$ cat src/rtl/chan_eq_pkg.sv
// Purpose: constants for the channel equalizer/status register slice
// Assumes: 8-bit registers, byte addresses as printed
// Notes:   shared by the register bank and its eq_setting_table leaf module
package chan_eq_pkg;
  // ---------------------------------------------------------------
  // addresses
  // ---------------------------------------------------------------
  localparam logic [7:0] ADDR_RSVD_A     = 8'h3F;
  localparam logic [7:0] ADDR_TABLE_BASE = 8'h40;
  localparam logic [7:0] ADDR_TABLE_LAST = 8'h4F;
  localparam logic [7:0] ADDR_SLICER     = 8'h50;
  localparam logic [7:0] ADDR_RSVD_B     = 8'h51;
  localparam logic [7:0] ADDR_BOOST      = 8'h52;
  localparam logic [7:0] ADDR_RSVD_C     = 8'h53;
  localparam logic [7:0] ADDR_OBSERVE    = 8'h54;
  localparam logic [7:0] ADDR_OPTION     = 8'h55;
  // ---------------------------------------------------------------
  // fields and reset values
  // ---------------------------------------------------------------
  localparam int         TABLE_DEPTH     = 16;
  localparam int         TABLE_IDX_W     = 4;
  localparam logic [7:0] RESET_BYTE      = 8'h00;
  localparam int         SLC_SIGN_BIT    = 4;
  localparam logic [7:0] SLC_MASK        = 8'h1F;
  localparam logic [3:0] SLC_MAX_STEP    = 4'hA;
  localparam int         MV_PER_STEP     = 5;
  localparam int         SLC_MV_W        = 6;
  localparam int         OBS_SD_BIT      = 7;
  localparam int         OBS_LIMIT_BIT   = 6;
  localparam int         OBS_LOCK_IRQ    = 1;
  localparam int         OBS_SD_IRQ      = 0;
  localparam int         OPT_ALT_FOM_BIT = 4;
  localparam int         OPT_SUBRATE_BIT = 0;
  localparam logic [7:0] OPT_MASK        = 8'h11;
  localparam logic [7:0] OPT_EEPROM_MASK = 8'h01;
endpackage : chan_eq_pkg

$ cat src/rtl/eq_setting_table.sv
// Purpose: sixteen-entry equalizer setting table in flip-flops
// Assumes: one write port, two combinational read ports
// Notes:   entries have no documented reset; cleared to zero
`timescale 1ns/1ps
`default_nettype none
module eq_setting_table #(
  parameter int DEPTH = 16,
  parameter int IDX_W = 4
) (
  input  wire logic             sys_clk_i,
  input  wire logic             resetn_i,
  input  wire logic             wr_i,
  input  wire logic [IDX_W-1:0] wr_idx_i,
  input  wire logic [7:0]       wr_data_i,
  input  wire logic [IDX_W-1:0] rd_a_idx_i,
  output logic      [7:0]       rd_a_data_o,
  input  wire logic [IDX_W-1:0] rd_b_idx_i,
  output logic      [7:0]       rd_b_data_o
);
  initial begin
    if (DEPTH != (1 << IDX_W)) $error("table depth must be 2**IDX_W");
  end

  logic [7:0] entry_reg [DEPTH];

  // ---------------------------------------------------------------
  // storage
  // ---------------------------------------------------------------
  for (genvar i = 0; i < DEPTH; i++) begin : g_entry
    always_ff @(posedge sys_clk_i or negedge resetn_i) begin
      if (!resetn_i) begin
        entry_reg[i] <= chan_eq_pkg::RESET_BYTE;
      end else if (wr_i && (wr_idx_i == IDX_W'(i))) begin
        entry_reg[i] <= wr_data_i;
      end
    end
  end

  assign rd_a_data_o = entry_reg[rd_a_idx_i];
  assign rd_b_data_o = entry_reg[rd_b_idx_i];
endmodule : eq_setting_table
`default_nettype wire

$ cat src/rtl/event_flag.sv
// Purpose: sticky flag set on a rising event while enabled
// Assumes: event level synchronous to sys_clk_i
// Notes:   a set in the clear cycle wins over the clear
`timescale 1ns/1ps
`default_nettype none
module event_flag (
  input  wire logic sys_clk_i,
  input  wire logic resetn_i,
  input  wire logic event_i,
  input  wire logic enable_i,
  input  wire logic clear_i,
  output logic      flag_o
);
  logic prev_reg;
  logic flag_reg;
  logic set;

  assign set = enable_i && event_i && !prev_reg;

  always_ff @(posedge sys_clk_i or negedge resetn_i) begin
    if (!resetn_i) begin
      prev_reg <= 1'b0;
    end else begin
      prev_reg <= event_i;
    end
  end

  always_ff @(posedge sys_clk_i or negedge resetn_i) begin
    if (!resetn_i) begin
      flag_reg <= 1'b0;
    end else begin
      flag_reg <= set || (flag_reg && !clear_i);
    end
  end

  assign flag_o = flag_reg;
endmodule : event_flag
`default_nettype wire

$ cat src/rtl/retimer_channel_eq_status_regs.sv
// Purpose: channel registers reserved_ctl_a..adapt_option_ctl: eq table, slicer, status
// Assumes: host and eeprom write ports synchronous to sys_clk_i
// Notes:   read data registered, one cycle after the read strobe
//
// Contract
// slicer offset is magnitude times 5 mV, signed
// software keeps slicer magnitude at ten or less
// boost readback shows equalizer boost in use
// observe bit 7 is live signal detect
// observe bit 6 is stage four limit bit
// option bit 4 selects alternate eye metric
// option bit 0 enables sub-rate adaptation
// sixteen writable, eeprom-loadable eq table entries
// interrupt flags raise only when enabled
// reserved bits read default, writes ignored
`timescale 1ns/1ps
`default_nettype none
module retimer_channel_eq_status_regs #(
  parameter int DEPTH = chan_eq_pkg::TABLE_DEPTH,
  parameter int IDX_W = chan_eq_pkg::TABLE_IDX_W
) (
  input  wire logic             sys_clk_i,
  input  wire logic             resetn_i,
  input  wire logic [7:0]       reg_addr_i,
  input  wire logic             reg_wr_i,
  input  wire logic [7:0]       reg_wdata_i,
  input  wire logic             reg_rd_i,
  output logic      [7:0]       reg_rdata_o,
  input  wire logic             eeprom_wr_i,
  input  wire logic [7:0]       eeprom_addr_i,
  input  wire logic [7:0]       eeprom_data_i,
  input  wire logic             sig_detect_i,
  input  wire logic             cdr_lock_i,
  input  wire logic             lock_irq_en_i,
  input  wire logic             sd_irq_en_i,
  input  wire logic [7:0]       boost_in_use_i,
  input  wire logic             eq_stage_four_limit_bit_i,
  input  wire logic [IDX_W-1:0] adapt_idx_i,
  output logic      [7:0]       adapt_eq_setting_o,
  output logic                  slicer_sign_o,
  output logic      [5:0]       slicer_offset_mv_o,
  output logic                  alt_eye_quality_metric_o,
  output logic                  subrate_adapt_en_o
);
  initial begin
    if (DEPTH != chan_eq_pkg::TABLE_DEPTH) $error("table spans adapt_eq_setting_table");
    if (IDX_W != chan_eq_pkg::TABLE_IDX_W) $error("index width must be 4");
  end

  // ---------------------------------------------------------------
  // write port merge: host has priority over eeprom load
  // ---------------------------------------------------------------
  logic       wr_en;
  logic       wr_from_host;
  logic [7:0] wr_addr;
  logic [7:0] wr_data;
  logic       wr_table;

  assign wr_from_host = reg_wr_i;
  assign wr_en        = reg_wr_i || eeprom_wr_i;
  assign wr_addr      = reg_wr_i ? reg_addr_i : eeprom_addr_i;
  assign wr_data      = reg_wr_i ? reg_wdata_i : eeprom_data_i;
  assign wr_table     = wr_en && (wr_addr >= chan_eq_pkg::ADDR_TABLE_BASE)
                        && (wr_addr <= chan_eq_pkg::ADDR_TABLE_LAST);

  // ---------------------------------------------------------------
  // equalizer setting table
  // ---------------------------------------------------------------
  logic [7:0] table_rd_data;

  eq_setting_table #(
    .DEPTH (DEPTH),
    .IDX_W (IDX_W)
  ) u_table (
    .sys_clk_i   (sys_clk_i),
    .resetn_i    (resetn_i),
    .wr_i        (wr_table),
    .wr_idx_i    (wr_addr[IDX_W-1:0]),
    .wr_data_i   (wr_data),
    .rd_a_idx_i  (reg_addr_i[IDX_W-1:0]),
    .rd_a_data_o (table_rd_data),
    .rd_b_idx_i  (adapt_idx_i),
    .rd_b_data_o (adapt_eq_setting_o)
  );

  // ---------------------------------------------------------------
  // slicer offset control
  // ---------------------------------------------------------------
  logic [7:0] slicer_reg;
  logic [3:0] slicer_step;

  always_ff @(posedge sys_clk_i or negedge resetn_i) begin
    if (!resetn_i) begin
      slicer_reg <= chan_eq_pkg::RESET_BYTE;
    end else if (wr_en && (wr_addr == chan_eq_pkg::ADDR_SLICER)) begin
      slicer_reg <= wr_data & chan_eq_pkg::SLC_MASK;
    end
  end

  // clamp keeps the output in range if software oversteps
  assign slicer_step = (slicer_reg[3:0] > chan_eq_pkg::SLC_MAX_STEP) ?
                       chan_eq_pkg::SLC_MAX_STEP : slicer_reg[3:0];

  always_ff @(posedge sys_clk_i or negedge resetn_i) begin
    if (!resetn_i) begin
      slicer_offset_mv_o <= '0;
      slicer_sign_o      <= 1'b0;
    end else begin
      slicer_offset_mv_o <= 6'(slicer_step * chan_eq_pkg::MV_PER_STEP);
      slicer_sign_o      <= slicer_reg[chan_eq_pkg::SLC_SIGN_BIT];
    end
  end

  // ---------------------------------------------------------------
  // adaptation option control
  // ---------------------------------------------------------------
  logic [7:0] option_reg;
  logic [7:0] option_wmask;

  // eeprom load cannot touch the alternate metric select
  assign option_wmask = wr_from_host ? chan_eq_pkg::OPT_MASK :
                        chan_eq_pkg::OPT_EEPROM_MASK;

  always_ff @(posedge sys_clk_i or negedge resetn_i) begin
    if (!resetn_i) begin
      option_reg <= chan_eq_pkg::RESET_BYTE;
    end else if (wr_en && (wr_addr == chan_eq_pkg::ADDR_OPTION)) begin
      option_reg <= (option_reg & ~option_wmask) | (wr_data & option_wmask);
    end
  end

  assign alt_eye_quality_metric_o = option_reg[chan_eq_pkg::OPT_ALT_FOM_BIT];
  assign subrate_adapt_en_o       = option_reg[chan_eq_pkg::OPT_SUBRATE_BIT];

  // ---------------------------------------------------------------
  // interrupt flags, cleared by a host read of the observe register
  // ---------------------------------------------------------------
  logic obs_clear;
  logic lock_flag;
  logic sd_flag;

  assign obs_clear = reg_rd_i && (reg_addr_i == chan_eq_pkg::ADDR_OBSERVE);

  event_flag u_lock_flag (
    .sys_clk_i (sys_clk_i),
    .resetn_i  (resetn_i),
    .event_i   (cdr_lock_i),
    .enable_i  (lock_irq_en_i),
    .clear_i   (obs_clear),
    .flag_o    (lock_flag)
  );

  event_flag u_sd_flag (
    .sys_clk_i (sys_clk_i),
    .resetn_i  (resetn_i),
    .event_i   (sig_detect_i),
    .enable_i  (sd_irq_en_i),
    .clear_i   (obs_clear),
    .flag_o    (sd_flag)
  );

  // ---------------------------------------------------------------
  // read mux
  // ---------------------------------------------------------------
  logic [7:0] rd_mux;

  always_comb begin
    rd_mux = chan_eq_pkg::RESET_BYTE;
    if ((reg_addr_i >= chan_eq_pkg::ADDR_TABLE_BASE) &&
        (reg_addr_i <= chan_eq_pkg::ADDR_TABLE_LAST)) begin
      rd_mux = table_rd_data;
    end else begin
      case (reg_addr_i)
        chan_eq_pkg::ADDR_SLICER:  rd_mux = slicer_reg;
        chan_eq_pkg::ADDR_BOOST:   rd_mux = boost_in_use_i;
        chan_eq_pkg::ADDR_OBSERVE: begin
          rd_mux[chan_eq_pkg::OBS_SD_BIT]    = sig_detect_i;
          rd_mux[chan_eq_pkg::OBS_LIMIT_BIT] = eq_stage_four_limit_bit_i;
          rd_mux[chan_eq_pkg::OBS_LOCK_IRQ]  = lock_flag;
          rd_mux[chan_eq_pkg::OBS_SD_IRQ]    = sd_flag;
        end
        chan_eq_pkg::ADDR_OPTION:  rd_mux = option_reg;
        default:                   rd_mux = chan_eq_pkg::RESET_BYTE;
      endcase
    end
  end

  always_ff @(posedge sys_clk_i or negedge resetn_i) begin
    if (!resetn_i) begin
      reg_rdata_o <= chan_eq_pkg::RESET_BYTE;
    end else if (reg_rd_i) begin
      reg_rdata_o <= rd_mux;
    end
  end

  // ---------------------------------------------------------------
  // checks
  // ---------------------------------------------------------------
  a_slicer_mv_step: assert property (@(posedge sys_clk_i) disable iff (!resetn_i)
    $past(slicer_reg[3:0]) <= chan_eq_pkg::SLC_MAX_STEP |->
    slicer_offset_mv_o == 6'($past(slicer_reg[3:0]) * chan_eq_pkg::MV_PER_STEP))
    else $error("slicer offset not five mV per step");

  a_slicer_sign: assert property (@(posedge sys_clk_i) disable iff (!resetn_i)
    (wr_en && wr_addr == chan_eq_pkg::ADDR_SLICER) |-> ##2
    slicer_sign_o == $past(wr_data[chan_eq_pkg::SLC_SIGN_BIT], 2))
    else $error("slicer sign not following write");

  a_boost_readback: assert property (@(posedge sys_clk_i) disable iff (!resetn_i)
    (reg_rd_i && reg_addr_i == chan_eq_pkg::ADDR_BOOST) |=>
    reg_rdata_o == $past(boost_in_use_i))
    else $error("boost readback mismatch");

  a_observe_live: assert property (@(posedge sys_clk_i) disable iff (!resetn_i)
    (reg_rd_i && reg_addr_i == chan_eq_pkg::ADDR_OBSERVE) |=>
    reg_rdata_o[chan_eq_pkg::OBS_SD_BIT] == $past(sig_detect_i))
    else $error("observe bit 7 not signal detect");

  a_observe_limit: assert property (@(posedge sys_clk_i) disable iff (!resetn_i)
    (reg_rd_i && reg_addr_i == chan_eq_pkg::ADDR_OBSERVE) |=>
    reg_rdata_o[chan_eq_pkg::OBS_LIMIT_BIT] == $past(eq_stage_four_limit_bit_i))
    else $error("observe bit 6 not limit bit");

  a_alt_metric_sel: assert property (@(posedge sys_clk_i) disable iff (!resetn_i)
    (reg_wr_i && reg_addr_i == chan_eq_pkg::ADDR_OPTION) |=>
    alt_eye_quality_metric_o == $past(reg_wdata_i[chan_eq_pkg::OPT_ALT_FOM_BIT]))
    else $error("alternate metric select not written");

  a_subrate_enable: assert property (@(posedge sys_clk_i) disable iff (!resetn_i)
    (wr_en && wr_addr == chan_eq_pkg::ADDR_OPTION) |=>
    subrate_adapt_en_o == $past(wr_data[chan_eq_pkg::OPT_SUBRATE_BIT]))
    else $error("sub-rate enable not written");

  a_table_store: assert property (@(posedge sys_clk_i) disable iff (!resetn_i)
    (wr_table && !reg_rd_i ##1 reg_rd_i && !wr_en && reg_addr_i == $past(wr_addr))
    |=> reg_rdata_o == $past(wr_data, 2))
    else $error("table entry not stored");

  a_irq_gated: assert property (@(posedge sys_clk_i) disable iff (!resetn_i)
    (!lock_flag && !lock_irq_en_i) |=> !lock_flag)
    else $error("lock flag raised while disabled");

  a_irq_sd_gated: assert property (@(posedge sys_clk_i) disable iff (!resetn_i)
    (!sd_flag && !sd_irq_en_i) |=> !sd_flag)
    else $error("signal detect flag raised while disabled");

  a_reserved_zero: assert property (@(posedge sys_clk_i) disable iff (!resetn_i)
    (reg_rd_i && (reg_addr_i == chan_eq_pkg::ADDR_RSVD_A ||
     reg_addr_i == chan_eq_pkg::ADDR_RSVD_B || reg_addr_i == chan_eq_pkg::ADDR_RSVD_C))
    |=> reg_rdata_o == chan_eq_pkg::RESET_BYTE)
    else $error("reserved register not zero");

  // ---------------------------------------------------------------
  // checks: flag set and clear, slicer store, reserved bits, load port
  // ---------------------------------------------------------------
  a_lock_set_wins: assert property (@(posedge sys_clk_i) disable iff (!resetn_i)
    (lock_irq_en_i && cdr_lock_i && !$past(cdr_lock_i))
    |=> lock_flag)
    else $error("lock flag not set on enabled lock edge");

  a_sd_set_wins: assert property (@(posedge sys_clk_i) disable iff (!resetn_i)
    (sd_irq_en_i && sig_detect_i && !$past(sig_detect_i))
    |=> sd_flag)
    else $error("signal detect flag not set on enabled edge");

  a_lock_rd_clear: assert property (@(posedge sys_clk_i) disable iff (!resetn_i)
    (obs_clear && !(lock_irq_en_i && cdr_lock_i && !$past(cdr_lock_i)))
    |=> !lock_flag)
    else $error("lock flag not cleared by observe read");

  a_sd_rd_clear: assert property (@(posedge sys_clk_i) disable iff (!resetn_i)
    (obs_clear && !(sd_irq_en_i && sig_detect_i && !$past(sig_detect_i)))
    |=> !sd_flag)
    else $error("signal detect flag not cleared by observe read");

  a_observe_rsvd: assert property (@(posedge sys_clk_i) disable iff (!resetn_i)
    (reg_rd_i && reg_addr_i == chan_eq_pkg::ADDR_OBSERVE) |=>
    reg_rdata_o[chan_eq_pkg::OBS_LIMIT_BIT-1:chan_eq_pkg::OBS_LOCK_IRQ+1] == '0)
    else $error("observe reserved bits not zero");

  a_slicer_store: assert property (@(posedge sys_clk_i) disable iff (!resetn_i)
    (wr_en && wr_addr == chan_eq_pkg::ADDR_SLICER) |=>
    slicer_reg == ($past(wr_data) & chan_eq_pkg::SLC_MASK))
    else $error("slicer register not written");

  a_slicer_rsvd: assert property (@(posedge sys_clk_i) disable iff (!resetn_i)
    (slicer_reg & ~chan_eq_pkg::SLC_MASK) == chan_eq_pkg::RESET_BYTE)
    else $error("slicer reserved bits not zero");

  a_option_rsvd: assert property (@(posedge sys_clk_i) disable iff (!resetn_i)
    (option_reg & ~chan_eq_pkg::OPT_MASK) == chan_eq_pkg::RESET_BYTE)
    else $error("option reserved bits not zero");

  a_load_alt_kept: assert property (@(posedge sys_clk_i) disable iff (!resetn_i)
    (eeprom_wr_i && !reg_wr_i && eeprom_addr_i == chan_eq_pkg::ADDR_OPTION)
    |=> $stable(alt_eye_quality_metric_o))
    else $error("eeprom load changed alternate metric select");
endmodule : retimer_channel_eq_status_regs
`default_nettype wire

$ cat config.mk
export PLATFORM = sky130hd
export DESIGN_NAME = retimer_channel_eq_status_regs
export DESIGN_NICKNAME = d
export VERILOG_FILES = /design/src/rtl/chan_eq_pkg.sv /design/src/rtl/eq_setting_table.sv /design/src/rtl/event_flag.sv /design/src/rtl/retimer_channel_eq_status_regs.sv
export SDC_FILE = /design/constraint.sdc
export NUM_CORES = 1
export LEC_CHECK = 0
export CORE_MARGIN = 2
export CORE_UTILIZATION = 60
export CTS_CLUSTER_SIZE = 30
export DETAILED_ROUTE_END_ITERATION = 10
export DONT_BUFFER_PORTS = 1
export PLACE_DENSITY = 0.88
export SKIP_CTS_REPAIR_TIMING = 1
export SLEW_MARGIN = 0
export SYNTH_ARGS = -nofsm -noshare
export SYNTH_HDL_FRONTEND = slang
export SYNTH_SLANG_ARGS = --single-unit
$ cat constraint.sdc
create_clock -name sys_clk_i -period 3.2 [get_ports sys_clk_i]
set_input_delay 0.48 -clock sys_clk_i [delete_from_list [all_inputs] [get_ports sys_clk_i]]
set_output_delay 0.48 -clock sys_clk_i [all_outputs]
set_load 0.01 [all_outputs]
## After elaboration in Yosys (flattened, before gate mapping)

Index checks and enable logic that the tools add are counted.

| storage, ports and cells | value |
|---|---|
| input bits | 54 |
| output and inout port bits | 25 |
| register bits after elaboration | 160 |
| logic and storage cells | 109 |

| cells by class | value |
|---|---|
| equal/unequal tests | 21 |
| bitwise operators | 6 |
| multiplexer cells | 14 |
| reductions and logical operators | 35 |
| $lt $le $gt $ge | 7 |
| multiply operators | 1 |

Operator list:

| cell | number |
|---|---|
| $bmux 8 s4 | 2 |
| $mux 8 | 7 |
| $eq 8x7->1 const B | 6 |
| $eq 4x4->1 const B | 8 |
| $logic_and 1x1->1 | 28 |
| $eq 4x3->1 const B | 4 |
| $ge 8x7->1 const B | 2 |
| $le 8x7->1 const B | 2 |
| $pmux 4 s3 | 1 |
| $ge 5x5->1 const B | 2 |
| $not 4->5 | 2 |
| $and 8x5->8 | 1 |
| $and 8x8->8 | 1 |
| $eq 4x2->1 const B | 2 |
| $not 5->8 | 1 |
| $or 8x8->8 | 1 |
| $pmux 2 s4 | 1 |
| $mul 4x3->6 const B | 1 |
| $pmux 2 s3 | 1 |
| $mux 5 | 1 |
| $eq 4x1->1 const B | 1 |
| $gt 4x4->1 const B | 1 |
| $logic_not 4->1 | 1 |
| $mux 4 | 1 |
| 2 further kinds | 6 |

## Depth between registers and ports, before layout

| depth | value |
|---|---|
| word-level depth | 5 |
| depth in mapped cells | 7 |
| depth with buffers taken out | 7 |

## Modules after synthesis

From an unflattened synthesis, not the netlist that was laid out.

| second synthesis, totals | value |
|---|---|
| cell total of the unflattened synthesis | 560 |
| area, all modules | 8,428.1 um^2 |

By module, submodules not included:

| module | cells an instance | seq. area each (um^2) | area each (um^2) | times used |
|---|---|---|---|---|
| eq_setting_table | 434 | 3,203.1 | 6,937.9 | 1 |
| retimer_channel_eq_status_regs | 116 | 550.5 | 1,350.0 | 1 |
| event_flag | 5 | 50.0 | 70.1 | 2 |

## Worst setup path after synthesis

OpenSTA, ideal clock, no wires.

| timing path | value |
|---|---|
| path type | input-to-output |
| from | in adapt_idx_i[0] |
| to | out adapt_eq_setting_o[0] |
| stages on the path | 4 |
| path buffers | 2 |
| slack | 0.698 ns |
| data required time | 2.720 ns |
| arrival time | 2.022 ns |
| cells stage by stage | clkbuf_1 buf_2 mux4_2 mux4_2 |

| between the ends | value |
|---|---|
| longest elaborated chain between the ends | 4 |

RTL lines:

| what | line | source |
|---|---|---|
| start, declared | retimer_channel_eq_status_regs.sv:38 | `input wire logic [IDX_W-1:0] adapt_idx_i,` |
| $not 4->5 (not written as such) | eq_setting_table.sv:40 | `assign rd_b_data_o = entry_reg[rd_b_idx_i];` |
| $bmux 8 s4 | eq_setting_table.sv:40 |  |
| $mux 8 (not written as such) (2 in series) | eq_setting_table.sv:40 |  |
| end, declared | retimer_channel_eq_status_regs.sv:39 | `output logic [7:0] adapt_eq_setting_o,` |

Every way passes these cells. The select of a mux whose other input is x is not followed.

## Worst setup path after layout

| timing path | value |
|---|---|
| from | reg u_table.entry_reg[96] in the netlist's numbering |
| to | out adapt_eq_setting_o[0] |

| between the ends | value |
|---|---|
| longest elaborated chain between the ends | 3 |

RTL lines:

| what | line | source |
|---|---|---|
| start, declared | eq_setting_table.sv:24 | `logic [7:0] entry_reg [DEPTH];` |
| start signal, assigned by index | eq_setting_table.sv:32 | `entry_reg[i] <= chan_eq_pkg::RESET_BYTE;` |
| start signal, assigned by index | eq_setting_table.sv:34 | `entry_reg[i] <= wr_data_i;` |
| $bmux 8 s4 | eq_setting_table.sv:40 |  |
| $mux 8 (not written as such) (2 in series) | eq_setting_table.sv:40 |  |

Every way passes these cells. The select of a mux whose other input is x is not followed.

==> run metrics <==
run status finished with violations; failing checks negative hold slack; count leader, synth dfrtp_1; top cells by count, synth 154 x dfrtp_1, 147 x mux2_2, 69 x mux4_2, 12 x clkbuf_1; antenna violations before repair 0; worst-path cell chain mux4_2, mux4_2; Synth Net Count ~630; site row count 43; total clock sinks around 150; vias 5,597; crit end category output pin; Tot GR Track Use between 30% and 40%; maximum clock rate 415 MHz; Startpoint Class register; Yosys cell types 65; Cells after Synth 575; boundary pin count 79; Final Hold Violating Endpoints roughly 150; Crit path arrival time a little under 2000 ps; grt ovf 0; DRC viols 0; worst path bufs/invs 0; depth of the CTS H-tree 4; # port buffers 0; final setup fails 0; Clock Latency Late Sink between 400 and 500 ps; layout cell share with drive strength beyond 1 50.4%; Slowest-stage cell, CP mux4_2; largest net degree at the start of global routing approximately 160; Fin Setup TNS 0 ps; first-pass GRT wire length 33,400 µm; crit-path max cell delay approximately 540 ps; Post-synth top flop dfrtp_1; path category of the worst min-delay check in -> async; Detailed Place HPWL about 14,000 µm; DR pass1 iterations 5; fillers slightly below 900; Reg area approximately 3900 µm²; Routed wire per std cell 28.8 µm; die width about 120 µm; maxcap violations 0; RSZ-0062 raised after global routing no; min Tclk post-route between 2000 and 2500 ps; CTS tree built; Synth Register Bits 154; final net count roughly 620; Antenna Nets Post-Route 0; Worst path top cell family by delay multiplexers; CTS clock-pin slew for the worst setup and hold paths approximately 70 ps; smallest hold slack -267 ps; synthesized area per cell ~15 µm²; number of flops mapped to enable cells by yosys 0; CTS buffer count 17; async set-reset flop share out of synthesis 100%; Crit path top cell by count mux4_2; Synth area leader dfrtp_1; clock skew 8.23 ps; worst endpoint required time between 2000 and 3000 ps; CTS max path bufs 2; die area 15,300 µm²; Root Buffer Master clkbuf_16; critical path class reg -> out; First DRT Iteration DRCs roughly 800; Vias per Instance between 7 and 8; CP Max Fanout 3; final worst path period share about three quarters; final instance area between 9000 and 10,000 µm²; Max VDD drop ~0.4 mV; gpl congestion 1.03; Slew @ Worst Pin 1100 ps; Core Area around 14,000 µm²; Slew Limit Fails 0; static leakage around 4.1 nW; area grow syn2layout 7.98%; Power Dens Cells approximately 520 nW/µm²; Detailed Route WL 21,800 µm; sequential share of the synthesized area between 40 and 50%; DP Area a little under 9000 µm²; Max-slew headroom about 27%; Largest register FFs about 130; yosys warns 0; multi-input logic area ~4400 µm²; ant diodes 0; Synth area leaders dfrtp_1 45%, mux2_2 19%, mux4_2 18%; Post-Syn Area 8600 µm²; Initial Util between 60% and 70%; top cell type's share of synthesized area between 40% and 50%; die height around 120 µm; vias in the first global route around 5,800
final cells by class:
class	instances	share of cell area (%)
clock inverter	12	1.77
clock buffer	20	5.03
multi-input combinational	370	47.9
sequential	154	41.5
inverter	9	0.364
timing repair buffer	12	0.970
tap	180	2.43
placed cells by master, fill, tap and decap left out, types with 6 or more instances in the layout:
cell type / instances
dfrtp_1: 154
mux2_2: 147
mux4_2: 69
clkbuf_16: 17
buf_4: 12
o21ai_0: 11
nand2_1: 11
nand3_1: 10
nor2_1: 10
mux2_4: 10
inv_1: 8
a31oi_1: 7
nor3b_1: 6
nor3_2: 6
worst reg2reg max path, delay by kind of cell (launching register included):
| kind | cells | cell delay (ps) |
|---|---|---|
| flip-flops | 1 | 450 |
| adder cells (fa/ha/maj) | 3 | 820 |
| AO/OA/AOI/OAI | 1 | 210 |
| buffers and inverters | 1 | 50 |
| XOR/XNOR | 1 | 140 |
where the power goes:
group	leakage, nW	internal [mW]	switching (mW)
sequential	2.09	2.10	0.129
combinational	1.74	0.305	0.194
clock	0.295	1.30	0.851
final timing paths:
kind                                        from               endpoint  slack [ps]  depth (start not counted)
max                        u_table.entry_reg[96]  adapt_eq_setting_o[0]         790                          2
min                                     resetn_i  u_table.entry_reg[87]        -270                          0
max reg2reg                        slicer_reg[3]  slicer_offset_mv_o[5]        1410                          6
min reg2reg                   u_sd_flag.prev_reg       u_sd_flag.flag_o         420                          1
max in group asynchronous               resetn_i  u_table.entry_reg[44]        3170                          0
min in group sys_clk_i                cdr_lock_i   u_lock_flag.prev_reg          60                          0
layer usage:
| layer | vias up | track usage (%) | wire, µm |
|---|---|---|---|
| met4 | 0 | 15.3 | 971 |
| li1 | 2234 | - | - |
| met3 | 87 | 8.06 | 2040 |
| met2 | 346 | 48.4 | 10600 |
| met1 | 2930 | 39.0 | 8160 |
| met5 | - | 0 | 0 |
logic make-up after synthesis:
logic type | after synthesis | share of synthesized area, %
and+or+nand+nor | 86 | 7.20
muxes | 230 | 39.7
xor gates and xnor gates | 1 | 0.102
buffers and inverters | 51 | 3.49
adders and majority gates | 4 | 0.670
DFF | 154 | 44.8
AOI/OAI and AO/OA | 49 | 4.02
stage by stage:
stage	power, mW	setup WS [ps]	instances	util (%)
after floorplan	2.67	698	575	-
after global placement	2.70	646	725	62.1
after detailed placement	2.74	569	725	62.1
after CTS	4.87	806	757	66.6
after global routing	5.01	780	757	66.6
final	4.87	791	757	66.6
No activity file was read; power rests on OpenSTA's default activity.
